--- src/design/wops_pkg.sv ---
package wops_pkg;

	// Waveform selection codes.
	typedef enum logic [2:0]
	{
		WOPS_WAVE_SINE,
		WOPS_WAVE_TRIANGLE,
		WOPS_WAVE_SQUARE,
		WOPS_WAVE_PULSE,
		WOPS_WAVE_RAMP,
		WOPS_WAVE_STAIR,
		WOPS_WAVE_ARB,
		WOPS_WAVE_NOISE
	} wops_wave_e;

	// Three-way option settings: automatic, forced low/on, forced high/off/trigger; low on the rear output acts as automatic.
	localparam logic [1:0] OPT_AUTO = 2'h0;
	localparam logic [1:0] OPT_LOW  = 2'h1;
	localparam logic [1:0] OPT_HIGH = 2'h2;

	// Rear output function codes.
	localparam logic [1:0] REAR_TRIG  = 2'h0;
	localparam logic [1:0] REAR_SWEEP = 2'h1;
	localparam logic [1:0] REAR_HOP   = 2'h2;

	// Frequency word is in hertz.
	localparam int          FREQ_W          = 32;
	localparam logic [31:0] CHANGEOVER_HZ   = 32'h0000_7530;
	localparam logic [31:0] FREQ_LIMIT_HZ   = 32'h0001_86a0;

	// Register byte offsets.
	localparam logic [7:0] REG_CTRL   = 8'h00;
	localparam logic [7:0] REG_FREQ   = 8'h04;
	localparam logic [7:0] REG_STATUS = 8'h08;
	localparam logic [7:0] REG_KEYS   = 8'h0c;

	// Control register field positions.
	localparam int CTRL_WAVE_LSB  = 0;
	localparam int CTRL_SQ_LSB    = 4;
	localparam int CTRL_FLT_LSB   = 6;
	localparam int CTRL_AUX_LSB   = 8;
	localparam int CTRL_REAR_LSB  = 10;
	localparam int CTRL_FREQUENCY_LIMIT_ENABLE_BIT = 12;
	localparam int CTRL_FSK_BIT   = 13;
	localparam int CTRL_HOP_BIT   = 14;
	localparam int CTRL_EDIT_BIT  = 15;
	localparam int CTRL_TMODE_BIT = 16;

	// Key register: writing one toggles sweep.
	localparam int KEY_SWEEP_BIT = 0;

	// Reset values.
	localparam logic [2:0]  RST_WAVE = 3'h0;
	localparam logic [31:0] RST_FREQ = 32'h0000_03e8;

	// Error display time and lamp flash half period.
	localparam int ERR_SHOW_MS   = 2000;
	localparam int FLASH_HALF_MS = 250;
	localparam int CLK_KHZ       = 200000;

endpackage

--- src/design/wops_top.sv ---
// Design decisions made here: the register addresses and the APB interface to the registers.
`timescale 1ns/100ps
`default_nettype none

module wops_top #(
	parameter int unsigned ERR_CYCLES   = wops_pkg::ERR_SHOW_MS * wops_pkg::CLK_KHZ,
	parameter int unsigned FLASH_CYCLES = wops_pkg::FLASH_HALF_MS * wops_pkg::CLK_KHZ
) (
	input  wire logic        clk_i,
	input  wire logic        rst_b_i,
	input  wire logic        psel_i,
	input  wire logic        penable_i,
	input  wire logic        pwrite_i,
	input  wire logic [7:0]  paddr_i,
	input  wire logic [31:0] pwdata_i,
	output logic      [31:0] prdata_o,
	output logic             pready_o,
	output logic             pslverr_o,
	input  wire logic        sweep_step_i,
	input  wire logic        sweep_active_i,
	input  wire logic        marker_i,
	input  wire logic        hop_signal_i,
	input  wire logic        trig_gen_i,
	input  wire logic        main_sync_i,
	output logic             square_comparator_o,
	output logic             filter_in_o,
	output logic             rc_filter_in_o,
	output logic             aux_comparator_o,
	output logic             aux_phase_apply_o,
	output logic             trig_sync_o,
	output logic             freq_step_o,
	output logic             error_o,
	output logic             sweep_on_o,
	output logic             sweep_lamp_o,
	output logic [1:0]       rear_function_o,
	output logic             rear_sync_output_o,
	output logic             rear_marker_o
);

	// Operator settings held in registers.
	logic [2:0]  wave_q;
	logic [1:0]  square_generation_select_q;
	logic [1:0]  filter_sel_q;
	logic [1:0]  aux_sel_q;
	logic [1:0]  rear_output_function_select_q;
	logic        frequency_limit_enable_q;
	logic        fsk_on_q;
	logic        hop_on_q;
	logic        edit_open_q;
	logic        trig_mode_q;
	logic [31:0] freq_q;
	logic        sweep_on_q;
	logic        sq_hold_q;
	logic        err_q;
	logic [31:0] err_cnt_q;
	logic [31:0] flash_cnt_q;
	logic        flash_q;
	logic        prev_freeze_q;

	// Bus decode.
	wire         acc_w    = psel_i & penable_i;
	wire         wr_w     = acc_w & pwrite_i;
	wire         hit_ctrl = paddr_i == wops_pkg::REG_CTRL;
	wire         hit_freq = paddr_i == wops_pkg::REG_FREQ;
	wire         hit_stat = paddr_i == wops_pkg::REG_STATUS;
	wire         hit_keys = paddr_i == wops_pkg::REG_KEYS;
	wire         mapped_w = hit_ctrl | hit_freq | hit_stat | hit_keys;
	wire [2:0]   new_wave = pwdata_i[wops_pkg::CTRL_WAVE_LSB +: 3];

	// Waveform classes.
	function automatic logic is_limited(input logic [2:0] w);
		is_limited = (w == wops_pkg::WOPS_WAVE_TRIANGLE) | (w == wops_pkg::WOPS_WAVE_RAMP)
			| (w == wops_pkg::WOPS_WAVE_STAIR) | (w == wops_pkg::WOPS_WAVE_ARB);
	endfunction

	function automatic logic is_sq(input logic [2:0] w);
		is_sq = (w == wops_pkg::WOPS_WAVE_SQUARE) | (w == wops_pkg::WOPS_WAVE_PULSE);
	endfunction

	function automatic logic is_classic(input logic [2:0] w);
		is_classic = is_sq(w) | (w == wops_pkg::WOPS_WAVE_SINE)
			| (w == wops_pkg::WOPS_WAVE_TRIANGLE);
	endfunction

	// Frequency stop checks on entry of a frequency or waveform.
	wire above_limit_new = pwdata_i > wops_pkg::FREQ_LIMIT_HZ;
	wire above_limit_cur = freq_q > wops_pkg::FREQ_LIMIT_HZ;
	wire err_freq  = wr_w & hit_freq & frequency_limit_enable_q
		& is_limited(wave_q) & above_limit_new;
	wire err_wave  = wr_w & hit_ctrl & pwdata_i[wops_pkg::CTRL_FREQUENCY_LIMIT_ENABLE_BIT]
		& is_limited(new_wave) & above_limit_cur;
	wire err_event = err_freq | err_wave;

	// Changeover above 30 kHz; exactly 30 kHz stays low.
	wire above_co   = freq_q > wops_pkg::CHANGEOVER_HZ;
	wire freeze_w   = sweep_on_q | fsk_on_q;
	wire sq_auto    = freeze_w ? sq_hold_q : above_co;
	wire square_hf  = (square_generation_select_q == wops_pkg::OPT_HIGH)
		| ((square_generation_select_q == wops_pkg::OPT_AUTO) & sq_auto);

	// Automatic filter choice and override.
	wire noise_w    = wave_q == wops_pkg::WOPS_WAVE_NOISE;
	wire flt_auto   = (wave_q == wops_pkg::WOPS_WAVE_SINE) | (wave_q == wops_pkg::WOPS_WAVE_TRIANGLE)
		| (is_sq(wave_q) & square_hf);
	wire flt_sel    = (filter_sel_q == wops_pkg::OPT_LOW) ? 1'b1 :
		(filter_sel_q == wops_pkg::OPT_HIGH) ? 1'b0 : flt_auto;
	wire filter_w   = flt_sel & ~noise_w;

	// Auxiliary output generation.
	wire aux_auto   = is_classic(wave_q) & above_co;
	wire aux_cmp    = (aux_sel_q == wops_pkg::OPT_HIGH)
		| ((aux_sel_q == wops_pkg::OPT_AUTO) & aux_auto);

	// Rear output function.
	wire [1:0] rear_auto = sweep_on_q ? wops_pkg::REAR_SWEEP :
		hop_on_q ? wops_pkg::REAR_HOP : wops_pkg::REAR_TRIG;
	wire [1:0] rear_fsel = (rear_output_function_select_q == wops_pkg::OPT_HIGH)
		? wops_pkg::REAR_TRIG : rear_auto;
	wire       rear_lvl  = (rear_fsel == wops_pkg::REAR_SWEEP) ? ~sweep_active_i :
		(rear_fsel == wops_pkg::REAR_HOP) ? hop_signal_i : trig_gen_i;

	wire [31:0] status_w = {20'h0_0000, flash_q, err_q, sweep_on_q, sq_hold_q,
		rear_fsel, aux_cmp, rc_filter_in_o, filter_w, square_hf, 2'h0};

	// Registered operator settings; rejected entries leave them unchanged.
	always_ff @(posedge clk_i or negedge rst_b_i)
	begin
		if (!rst_b_i)
		begin
			wave_q                        <= wops_pkg::RST_WAVE;
			square_generation_select_q    <= wops_pkg::OPT_AUTO;
			filter_sel_q                  <= wops_pkg::OPT_AUTO;
			aux_sel_q                     <= wops_pkg::OPT_AUTO;
			rear_output_function_select_q <= wops_pkg::OPT_AUTO;
			frequency_limit_enable_q      <= 1'b0;
			fsk_on_q                      <= 1'b0;
			hop_on_q                      <= 1'b0;
			edit_open_q                   <= 1'b0;
			trig_mode_q                   <= 1'b0;
		end
		else if (wr_w & hit_ctrl & ~err_wave)
		begin
			wave_q                        <= new_wave;
			square_generation_select_q    <= pwdata_i[wops_pkg::CTRL_SQ_LSB +: 2];
			filter_sel_q                  <= pwdata_i[wops_pkg::CTRL_FLT_LSB +: 2];
			aux_sel_q                     <= pwdata_i[wops_pkg::CTRL_AUX_LSB +: 2];
			rear_output_function_select_q <= pwdata_i[wops_pkg::CTRL_REAR_LSB +: 2];
			frequency_limit_enable_q      <= pwdata_i[wops_pkg::CTRL_FREQUENCY_LIMIT_ENABLE_BIT];
			fsk_on_q                      <= pwdata_i[wops_pkg::CTRL_FSK_BIT];
			hop_on_q                      <= pwdata_i[wops_pkg::CTRL_HOP_BIT];
			edit_open_q                   <= pwdata_i[wops_pkg::CTRL_EDIT_BIT];
			trig_mode_q                   <= pwdata_i[wops_pkg::CTRL_TMODE_BIT];
		end
	end

	// Frequency entry, rejected when out of limit.
	always_ff @(posedge clk_i or negedge rst_b_i)
	begin
		if (!rst_b_i)
			freq_q <= wops_pkg::RST_FREQ;
		else if (wr_w & hit_freq & ~err_freq)
			freq_q <= pwdata_i;
	end

	// Sweep key toggles sweep; the square mode is captured as sweep or FSK starts.
	always_ff @(posedge clk_i or negedge rst_b_i)
	begin
		if (!rst_b_i)
		begin
			sweep_on_q    <= 1'b0;
			sq_hold_q     <= 1'b0;
			prev_freeze_q <= 1'b0;
		end
		else
		begin
			if (wr_w & hit_keys & pwdata_i[wops_pkg::KEY_SWEEP_BIT])
				sweep_on_q <= ~sweep_on_q;
			prev_freeze_q <= freeze_w;
			if (~freeze_w)
				sq_hold_q <= above_co;
		end
	end

	// Error display timer; a new error restarts the two seconds.
	always_ff @(posedge clk_i or negedge rst_b_i)
	begin
		if (!rst_b_i)
		begin
			err_q     <= 1'b0;
			err_cnt_q <= 32'h0;
		end
		else if (err_event)
		begin
			err_q     <= 1'b1;
			err_cnt_q <= ERR_CYCLES - 1;
		end
		else if (err_cnt_q != 32'h0)
			err_cnt_q <= err_cnt_q - 32'h1;
		else
			err_q <= 1'b0;
	end

	// Lamp flash divider, running while the sweep edit menu is open.
	always_ff @(posedge clk_i or negedge rst_b_i)
	begin
		if (!rst_b_i)
		begin
			flash_cnt_q <= 32'h0;
			flash_q     <= 1'b0;
		end
		else if (~edit_open_q)
		begin
			flash_cnt_q <= 32'h0;
			flash_q     <= 1'b0;
		end
		else if (flash_cnt_q == FLASH_CYCLES - 1)
		begin
			flash_cnt_q <= 32'h0;
			flash_q     <= ~flash_q;
		end
		else
			flash_cnt_q <= flash_cnt_q + 32'h1;
	end

	// Path outputs registered for clean switching.
	always_ff @(posedge clk_i or negedge rst_b_i)
	begin
		if (!rst_b_i)
		begin
			square_comparator_o <= 1'b0;
			filter_in_o         <= 1'b1;
			rc_filter_in_o      <= 1'b0;
			aux_comparator_o    <= 1'b0;
			aux_phase_apply_o   <= 1'b1;
			trig_sync_o         <= 1'b0;
			freq_step_o         <= 1'b0;
			rear_function_o     <= wops_pkg::REAR_TRIG;
			rear_sync_output_o  <= 1'b0;
			rear_marker_o       <= 1'b0;
			prdata_o            <= 32'h0;
		end
		else
		begin
			square_comparator_o <= square_hf;
			filter_in_o         <= filter_w;
			rc_filter_in_o      <= noise_w;
			aux_comparator_o    <= aux_cmp;
			aux_phase_apply_o   <= ~aux_cmp;
			trig_sync_o         <= (trig_mode_q | fsk_on_q) ? main_sync_i : 1'b0;
			freq_step_o         <= sweep_on_q & sweep_step_i;
			rear_function_o     <= rear_fsel;
			rear_sync_output_o  <= rear_lvl;
			rear_marker_o       <= (rear_fsel == wops_pkg::REAR_SWEEP) & sweep_active_i
				& marker_i;
			if (psel_i & ~penable_i & ~pwrite_i)
				prdata_o <= hit_ctrl ? {15'h0, trig_mode_q, edit_open_q, hop_on_q, fsk_on_q,
					frequency_limit_enable_q, rear_output_function_select_q, aux_sel_q,
					filter_sel_q, square_generation_select_q, 1'b0, wave_q} :
					hit_freq ? freq_q : hit_stat ? status_w : 32'h0;
		end
	end

	// Bus answers in the first access cycle; unmapped addresses give an error.
	assign pready_o  = 1'b1;
	assign pslverr_o = acc_w & ~mapped_w;
	assign error_o   = err_q;
	assign sweep_on_o   = sweep_on_q;
	assign sweep_lamp_o = edit_open_q ? flash_q : sweep_on_q;
endmodule

`default_nettype wire

--- config.mk ---
export PLATFORM = sky130hd
export DESIGN_NAME = wops_top
export DESIGN_NICKNAME = d
export VERILOG_FILES = /design/src/design/wops_pkg.sv /design/src/design/wops_top.sv
export SDC_FILE = /design/constraint.sdc
export NUM_CORES = 1
export LEC_CHECK = 0
export BUFFER_PORTS_ARGS = -buffer_cell sky130_fd_sc_hd__buf_4
export CELL_PAD_IN_SITES_DETAIL_PLACEMENT = 1
export CELL_PAD_IN_SITES_GLOBAL_PLACEMENT = 1
export CORE_ASPECT_RATIO = 0.5
export CORE_UTILIZATION = 41
export DETAILED_ROUTE_END_ITERATION = 10
export PLACE_DENSITY_LB_ADDON = 0.1
export SLEW_MARGIN = 10
export SYNTH_ARGS = -nofsm -noshare
export SYNTH_HDL_FRONTEND = slang
export SYNTH_SLANG_ARGS = --single-unit
--- constraint.sdc ---
create_clock -name clk_i -period 2.58 [get_ports clk_i]
set_clock_uncertainty 0.15 [all_clocks]
set_input_delay 0.129 -clock clk_i [delete_from_list [all_inputs] [get_ports clk_i]]
set_output_delay 0.129 -clock clk_i [all_outputs]
set_load 0.05 [all_outputs]
; Word-level counts from Yosys, hierarchy flattened
; Index checks and enable logic that the tools add are counted.
[op_classes]
n_addsub = 2
order_cmp = 3
n_eq_ne = 24
n_mux = 21
n_bitwise = 54
reduce_logical = 6
[op_table]
columns = operator, count
row1 = 2-to-1 mux 32 bit, 6
row2 = "> comparator 32 x 17 -> 1 bit, second input constant", 2
row3 = "adder 32 x 1 -> 32 bit, second input constant", 1
row4 = "== test 32 x 26 -> 1 bit, second input constant", 1
row5 = "> comparator 32 x 15 -> 1 bit, second input constant", 1
row6 = nonzero test 32 bit, 1
row7 = "subtractor 32 x 1 -> 32 bit, second input constant", 1
row8 = bitwise AND 1 bit, 25
row9 = "== test 3 bit, second input constant", 7
row10 = OR 1 bit, 19
row11 = "== test 8 x 4 -> 1 bit, second input constant", 2
row12 = 2-to-1 mux 12 bit, 1
row13 = 2-to-1 mux 1 bit, 11
row14 = "== test 2 bit, second input constant", 5
row15 = NOT 1 bit, 10
row16 = "== test 8 x 3 -> 1 bit, second input constant", 1
row17 = zero test 8 bit, 1
row18 = "== test 3 x 1 -> 1 bit, second input constant", 2
row19 = "== test 3 x 2 -> 1 bit, second input constant", 2
row20 = 2-to-1 mux 2 bit, 3
row21 = "== test 2 x 1 -> 1 bit, second input constant", 2
row22 = zero test 2 bit, 2
row23 = zero test 3 bit, 1
row24 = "inequality test 2 x 1 -> 1 bit, second input constant", 1
row25 = other kinds (2), 2
[totals]
reg_bits = 159
in_bits = 51
output_inout_bits = 48
word_cells = 138

; Logic depth before layout (Yosys ltp)
; Gate-level depths: netlist of run 1.
[logic_depth]
depth_word = 12
mapped_depth = 8
ltp_nobuf = 7

; Worst setup path before layout of run 1
; Ideal clock, no wire load.
[synth_path]
path_type = register to register
start = register err_cnt_q[24]
end = register err_cnt_q[3]
setup_time_ps = 124
arrival_time_ps = 2278
t_required_ps = 2306
path_slack_ps = 28
stages_incl_launch_ff = 9
path_buffers = 3
synth_period_minus_slack_ps = 2552
cell_sequence = dfrtp_1 -> or3_1 -> buf_2 -> or4_4 -> buf_6 -> nor4_4 -> buf_6 -> nor3_1 -> a211o_1
[synth_via]
elab_chain_len = 2
[synth_lines]
columns = element, line
row1 = "start, declared", wops_top.sv:55  ; logic [31:0] err_cnt_q;
row2 = "start signal, assigned", wops_top.sv:195  ; err_cnt_q <= ERR_CYCLES - 1;
row3 = "start signal, assigned", wops_top.sv:198  ; err_cnt_q <= err_cnt_q - 32'h1;
row4 = nonzero test 32 bit, wops_top.sv:197  ; else if (err_cnt_q != 32'h0)
row5 = nonzero test 2 bit (no line), -
; No other way between the ends.
; A chain may end at the register's enable or synchronous reset.

; Final worst setup path of run 1
[layout_path]
start = register err_cnt_q[28]
end = register err_cnt_q[3]
; Same word-level chain as after synthesis.

==> results of run 1 <==
==> metrics by stage <==
step | worst slack, ps | hold WS [ps] | utilization
2_1_floorplan | 28.1 | -317 | -
3_3_place_gp | 106 | -20.9 | 0.499
3_5_place_dp | 48.5 | -23.2 | 0.499
4_1_cts | 61.3 | 10.2 | 0.552
5_1_grt | -20.5 | 58.8 | 0.555
6_report | 69.9 | 41.4 | 0.555
==> cells in the final DEF, fill, tap and decap left out, drive strengths merged, types with 5 or more instances in the layout <==
master	instances
dfrtp	151
buf	138
nor2	75
nand2	64
nand3	47
mux2	47
dlygate4sd3	40
xor2	25
o21ai	22
a21oi	21
or4	21
clkbuf	20
inv	20
nor4	19
nand4	17
nor3	16
or3	15
o31ai	14
xnor2	11
mux2i	10
a221oi	9
dfstp	8
nand2b	8
and3	7
o211ai	7
and2	7
nor2b	5
==> worst paths after layout <==
kind                                                 to  slack, ps  depth (start not counted)
min reg2reg                    prdata_o[22]$_DFFE_PN0P_        320                          2
max                            err_cnt_q[3]$_DFFE_PN0P_         70                          6
max in group asynchronous         freq_q[5]$_DFFE_PN1P_       1330                          3
min                              sweep_on_o$_DFFE_PN0P_         40                          5
min in group asynchronous  rear_function_o[1]$_DFF_PN0_         80                          2
max reg2reg                    err_cnt_q[3]$_DFFE_PN0P_         70                          6
==> kinds of logic (layout without fill, tap and decap cells) <==
family          count (synthesis)  after routing
mux                            57             57
xor+xnor                       36             36
other cells                     1              1
simple gates                  317            317
compound gates                104            104
flops                         159            159
buf+inv                        48            225
fa+ha+maj                       2              2
==> final cells by class <==
class	count	share of cell area
Sequential cell	159	0.407
Inverter	15	0.00574
Tap cell	234	0.0299
Clock buffer	20	0.0456
Multi-Input combinational cell	517	0.346
Timing Repair Buffer	178	0.156
Clock inverter	12	0.0103
==> repair_timing <==
action | 4_1_cts | 5_1_grt
hold buffers | 40 | 0
setup buffers | 0 | 2
setup endpoints to repair | 0 | 19
gates resized for setup | 0 | 6
hold endpoints to repair | 119 | 0
==> worst min-delay path, cell delays in order <==
cell and delay [ps]:
buf_4 130, nand4_1 110, inv_1 50, nand4_1 100, xnor2_1 60
==> power by group through the flow <==
stage,registers (uW),clock network [uW],logic [uW]
after floorplan,2770,0,143
after global placement,2660,0,506
after detailed placement,2660,0,513
after CTS,2620,2450,566
after global routing,2620,2550,620
final,2620,2390,574
==> flip-flops by register name, indices dropped and copies added, names as in the netlist, 2 cells and up <==
signal,count
err_cnt_q,32
flash_cnt_q,32
freq_q,32
prdata_o,32
wave_q,3
aux_sel_q,2
filter_sel_q,2
rear_function_o,2
rear_output_function_select_q,2
square_generation_select_q,2
==> Yosys cell counts, types with 3 or more instances <==
library cell / instances
or4_1: 18
xor2_1: 25
clkbuf_1: 24
nand2_1: 64
buf_2: 3
dfrtp_1: 151
or4_4: 3
mux2i_1: 10
mux2_2: 47
a211oi_1: 4
nor4_1: 18
a221oi_1: 9
o211ai_1: 7
o21ai_0: 21
nor3_1: 16
and3_1: 7
a21oi_1: 21
xnor2_1: 11
or3_1: 14
buf_1: 3
nor2b_1: 5
a21o_1: 4
and2_1: 6
nand3_1: 47
inv_1: 15
nand3b_1: 3
nand2b_1: 7
nand4_1: 17
nor2_1: 75
o31ai_1: 14
dfstp_2: 8
==> layer usage <==
layer / vias to the layer above / GRT usage / wire (um)
met2: 67 / 0.407 / 10700
met3: 14 / 0.0456 / 536
met4: 0 / 0.0597 / 195
met1: 3242 / 0.334 / 10500
met5: - / 0 / 0
li1: 2952 / - / -
==> summary by stage, run 1 <==
Die
The die is 97.8 um tall. The floorplan has 34 rows. The horizontal extent of the die is between 150 and 200 um. The die covers 18900 um^2.

The initial utilization of the core area, before any placement, comes to 0.426. The number of ports placed on the die boundary is 99. The area inside the core boundary is 17700 um^2.

Setup path
The worst setup path is of the flop to flop kind. The signal on the critical path passes through or3_1 -> or4_4 -> nor4_4 -> buf_12 -> nor3_1 -> a211o_1. The critical path launch point type is a flop. The startpoint of the most critical register-to-register path is err_cnt_q[28]$_DFFE_PN0P_.

At the worst endpoint, the arrival time is about 2700 ps. The critical path capture point type is a flop. The required time at the worst-slack endpoint is 2740 ps. The critical path's top delay family is simple AND/OR/NAND/NOR gates. The delay contributed by the slowest stage of the critical path is 560 ps. The beginning of the critical path is err_cnt_q[28]$_DFFE_PN0P_. Of all nets on the critical path, the largest fanout is 16.

The largest individual stage delay along the critical path comes from the cell or4_4. Counting both buffers and inverters, the worst setup path holds a total of 1.

Timing
The minimum period implied by the final worst setup slack is 2510 ps. The relative max-transition margin is 0.596. The total negative slack is 0 ps.

The max-slew violation count is 0. The number of hold violations in the final report is 0. The final setup violation count is 0. Derived from the worst setup path, the maximum achievable clock frequency is 398 MHz. The slew at the pin closest to its max-slew limit is just over 600 ps. Dividing the final minimum period by the clock period gives 0.973.

Yosys
The share of synthesized area in the top cell type comes to 0.502. For this run, the leading register cell type out of synthesis is dfrtp_1. The simple logic cell fraction of the synthesized area is 0.220.

The netlist uses 67 different library cells. Synthesis produced a netlist whose cell count is ~720. Summing every instance area after synthesis gives approximately 7500 um^2. The Yosys warning count is 0. The sequential-to-total area share from yosys stat is 0.530. Of the total synthesized cell area, the portion taken by XOR and XNOR cells is 0.0419. The multiplexer area fraction after synthesis is 0.0836.

When the netlist entered floorplanning its net count stood at around 800. By area, the combinational part of the netlist is dominated by simple AND/OR/NAND/NOR gates. Of the total synthesized cell area, the portion taken by full adders, half adders and majority gates is 0.00332. The fraction of registers with async set/reset is 1.00.

The area fraction in compound gates after synthesis came to 0.0942. Counting flops and latches in the post-synthesis netlist gives 159. Summed over all instances, the cell type with the most area after synthesis is dfrtp_1. In the post-synthesis netlist, the biggest area contributors are dfrtp_1 50%, mux2_2 7.0%, nor2_1 3.7%. The post-synthesis area per instance is 10.4 um^2.

Counting flops with a built-in enable in the synthesized netlist gives 0.

Routing
The number of remaining DRC errors is 0. Dividing the detail-routed via count by the number of cells gives 5.53. Before antenna repair, the detailed router went through 4 iterations. In this run the remaining antenna-violating nets after routing total 0.

The final layout contains routed wiring with a total length of 21900 um. The via count is approximately 6300. The starting DRC count in detailed routing is about 260. The final routed wire length divided by cell count is 19.3 um.

Power
The maximum VDD drop is between 0.0004 and 0.0005 V. The ratio of total power to cell area is 569 nW/um^2. Of the total power, the clock network draws 0.428. The analysis attributes to net switching a power of about 1500 uW.

Of the total power, combinational logic draws 0.103. The switching share of power is 0.270. The share of total power dissipated in sequential elements is 0.469. Summing internal, switching and leakage power gives 5580 uW. The internal portion of the total power is just over 4000 uW. The leakage dissipation is ~0.0044 uW.

CTS
Clock tree synthesis inserted a total of 17 buffers. For this design, the sink count on the clock tree is 159. In this run the clock root is driven by a clkbuf_16. TritonCTS built the clock tree. The H-tree was split into 4 levels. The clock-pin slew on the worst setup and hold paths is 60 ps. Clock latency on the worst-skew pair, taken at its later pin, is 430 ps. The number of buffers on the longest clock path is 2.

Placement
The number of buffers inserted by port buffering is 97. At the end of routability-driven placement, the weighted congestion stood at 0.853. In this run the cell area measured after placement is between 8000 and 9000 um^2. The detailed placement HPWL is 15000 um. Counting tap cells, the placed design contains a total of 1061 instances.

GRT
In the global route stage, overall resource usage came out at 0.245. The number of antenna violations at the first check in global routing came to 0. The final global-route overflow total is 0. The largest net degree at the start of global routing is 58. The via count of the first global-routing pass was approximately 6600. The first global-routing pass estimated 36500 um of wire.

Final layout
After routing the design area is just under 10000 um^2. The finished layout holds 1135 standard cells, fillers aside. The area overhead of the layout relative to synthesis is 30.2%. The number of antenna cells inserted is 0. The final-stage net count is 941. The layout has 1949 filler cells. Of the cells placed in the final design, the portion with a size suffix greater than 1 is 0.272. The combined flip-flop and latch cell area is 3990 um^2. The multi-input logic area is between 3000 and 4000 um^2.

Hold path
The path class of the tightest hold or removal check is primary input to flop. The worst hold path begins at pwrite_i.

Status
The run finished with clean final reports.

Run
The max capacitance violation total is 0.
Power figures use the tool's default switching activity.
==> run 2, diff against run 1 <==
Settings changed: REMOVE_ABC_BUFFERS set to 1.
==> summary by stage, run 2 (same netlist as run 1, synthesis figures left out) <==
Routing
The detailed-route wire length is between 20000 and 25000 um. The first-pass iteration count of the detailed router is 4. The final routed wire length divided by cell count is ~19 um. After detailed routing, the number of remaining DRC violations is 0. The number of nets still failing antenna checks after routing is 0. The final route contains 6316 vias.

For this block, the initial DRC count from the detailed router was 234. In the routed layout, each cell is associated on average with a via count of 5.54.

Hold path
The cell depth of the worst hold path is 5. In this run the most critical hold path is launched from pwrite_i. The tightest min-delay check is of the primary input to flop type. For hold timing, the worst endpoint is sweep_on_o$_DFFE_PN0P_.

Placement
The routability-driven placement congestion ratio is 0.800. OpenSTA, run right after detailed placement, puts the worst setup slack at between 30 and 40 ps. The total instance count after detailed placement is ~1100. The detailed placement HPWL is around 15000 um.

The number of buffers inserted by port buffering is 97.

Setup path
The required time at the worst-slack endpoint is around 2800 ps. The terminus of the critical flop-to-flop path is err_cnt_q[1]$_DFFE_PN0P_. The critical path capture point type is a flop.

The worst-path cell with the longest stage delay is or4_4. The critical path launch point type is a flop. The worst register-to-register path has a setup slack of 50 ps. The classification of the worst setup path is flop to flop. The biggest fanout along the worst timing path is 11. The count of cells along the worst register-to-register path is 5. The critical path goes through or3_1 -> or4_4 -> or4_4 -> and2_0 -> o21ai_1. In this run the critical register-to-register path is launched from err_cnt_q[24]$_DFFE_PN0P_. The cell that appears most often on the critical path is or4_4. Data arrives at the worst endpoint at 2740 ps.

On the worst path, the slowest cell contributes a delay of 590 ps.

Timing
Setup repair after global routing could not meet its margin everywhere. The max-slew violation count is 0. The number of hold violations in the final report is 0. Hold is met by 26.9 ps. Once routing completed, OpenROAD measured the worst setup slack at approximately 49 ps. The highest attainable clock frequency is 395 MHz.

The minimum period implied by the final worst setup slack is 2530 ps. The final setup violation count is 0. Of the available clock period, the critical path in the final layout requires 0.981. At the pin with the least slew margin, the transition time is 628 ps.

The relative max-transition margin is 0.582.

Final layout
The library cells used most frequently in the layout, excluding fill and tap cells, are 151 x dfrtp_1, 137 x buf_4, 75 x nor2_1. The final-stage net count is 946. The sequential cells in the finished layout cover a total of 3990 um^2. After the flow finishes, the layout carries non-filler instances totaling 1140. The most common library cell in the layout ignoring fill and taps is dfrtp_1. The multi-input combinational cells in the finished layout cover a total of 3360 um^2. Fill cells in the final layout number approximately 1900. The area overhead of the layout relative to synthesis is 31.1%. The proportion of layout cells with a drive suffix above 1 is 0.273. The number of antenna cells inserted is 0.

Die
The number of ports placed on the die boundary is 99. The core region is 17700 um^2. The initial core utilization is 0.426. The floorplan die height is 97.8 um. The horizontal extent of the die is 194 um. The die covers 18900 um^2. The initialized floorplan defines 34 standard-cell rows.

Power
Across the VDD grid, the largest voltage drop is 0.000462 V. For this design the static power due to leakage is 0.00441 uW. The ratio of total power to cell area is approximately 600 nW/um^2.

Run
The tool flagged a number of max-cap violations equal to 0.

CTS
The clock reaches the later pin of the worst-skew pair after 430 ps. TritonCTS built the clock tree. The clock-pin slew on the worst setup and hold paths is 70 ps. In this run, CTS created clock tree buffers numbering 17. Counting along the longest clock path gives a buffer depth of 2. For this design, the sink count on the clock tree is roughly 160. The tree is rooted in a clkbuf_16. CTS built an H-tree with a depth of 4.

GRT
The via count of the first global-routing pass came to 6718. The number of antenna violations at the first check in global routing is 0. The combined global-route utilization of all metal layers is 0.248.

The final global-route overflow total is 0. Entering global routing, the biggest net connects 74 pins. The wire length of the first global-routing pass is ~37000 um.

Status
The flow ran to the end, and the final reports show no timing, DRC or antenna violations.
[run 2: cell count changes in the layout (fill, tap and decap cells not counted), sizes merged]
cell      change
buf           +5
bufinv        +4
clkinv        +2
clkinvlp      -2
inv           -4
[run 2: layout make-up]
type / instances / area share
inverters: 15 / 0.00570
repair buffers: 183 / 0.156
clock buffers: 20 / 0.0452
multi-input cells: 517 / 0.341
clock inverters: 12 / 0.0188
flip-flops and latches: 159 / 0.404
well taps: 234 / 0.0297
[run 2: critical path: cells and delay by family, from the launching register on]
family | cells | cell delay [ps]
flip-flops | 1 | 420
AO/OA/AOI/OAI | 1 | 130
AND/OR/NAND/NOR | 4 | 1760
[run 2: worst max-delay path by stage]
stage / endpoint / depth (start not counted) / slack [ps] / startpoint
3_5_place_dp: err_cnt_q[1]$_DFFE_PN0P_ / 5 / 40 / err_cnt_q[28]$_DFFE_PN0P_
5_1_grt: err_cnt_q[9]$_DFFE_PN0P_ / 6 / -10 / err_cnt_q[4]$_DFFE_PN0P_
3_3_place_gp: err_cnt_q[1]$_DFFE_PN0P_ / 5 / 130 / err_cnt_q[28]$_DFFE_PN0P_
6_report: err_cnt_q[1]$_DFFE_PN0P_ / 5 / 50 / err_cnt_q[24]$_DFFE_PN0P_
4_1_cts: err_cnt_q[1]$_DFFE_PN0P_ / 5 / 20 / err_cnt_q[28]$_DFFE_PN0P_
2_1_floorplan: aux_sel_q[0]$_DFFE_PN0P_ / 5 / -750 / paddr_i[5]
[run 2: metal layers]
metal  wire length, um  GRT usage  up-vias
li1                  -          -     2955
met1             10100      0.317     3254
met2             11100      0.432       74
met3               506     0.0415       33
met4               373     0.0788        0
met5                 0          0        -
[run 2: power by group]
| group | internal [uW] | leakage (uW) | switching, uW | total (uW) |
|---|---|---|---|---|
| clock | 1660 | 0.000305 | 1090 | 2750 |
| sequential | 2560 | 0.00203 | 52.7 | 2620 |
| combinational | 226 | 0.00208 | 344 | 570 |
[run 2: what timing repair did]
action	CTS	global route
endpoints found under the setup margin	0	11
hold buffers	40	0
gates resized for setup	0	2
buffers inserted	0	5
hold endpoints to repair	176	0
[run 2: stage by stage]
stage	total power [uW]	setup TNS [ps]	utilization	instance area (um^2)
final	5940	0	0.559	9870
after global routing	6150	-13.6	0.559	9870
after CTS	6000	0	0.557	9830
after detailed placement	3190	0	0.498	8790
after global placement	3170	0	0.498	8790
after floorplan	2910	-14240	-	7380
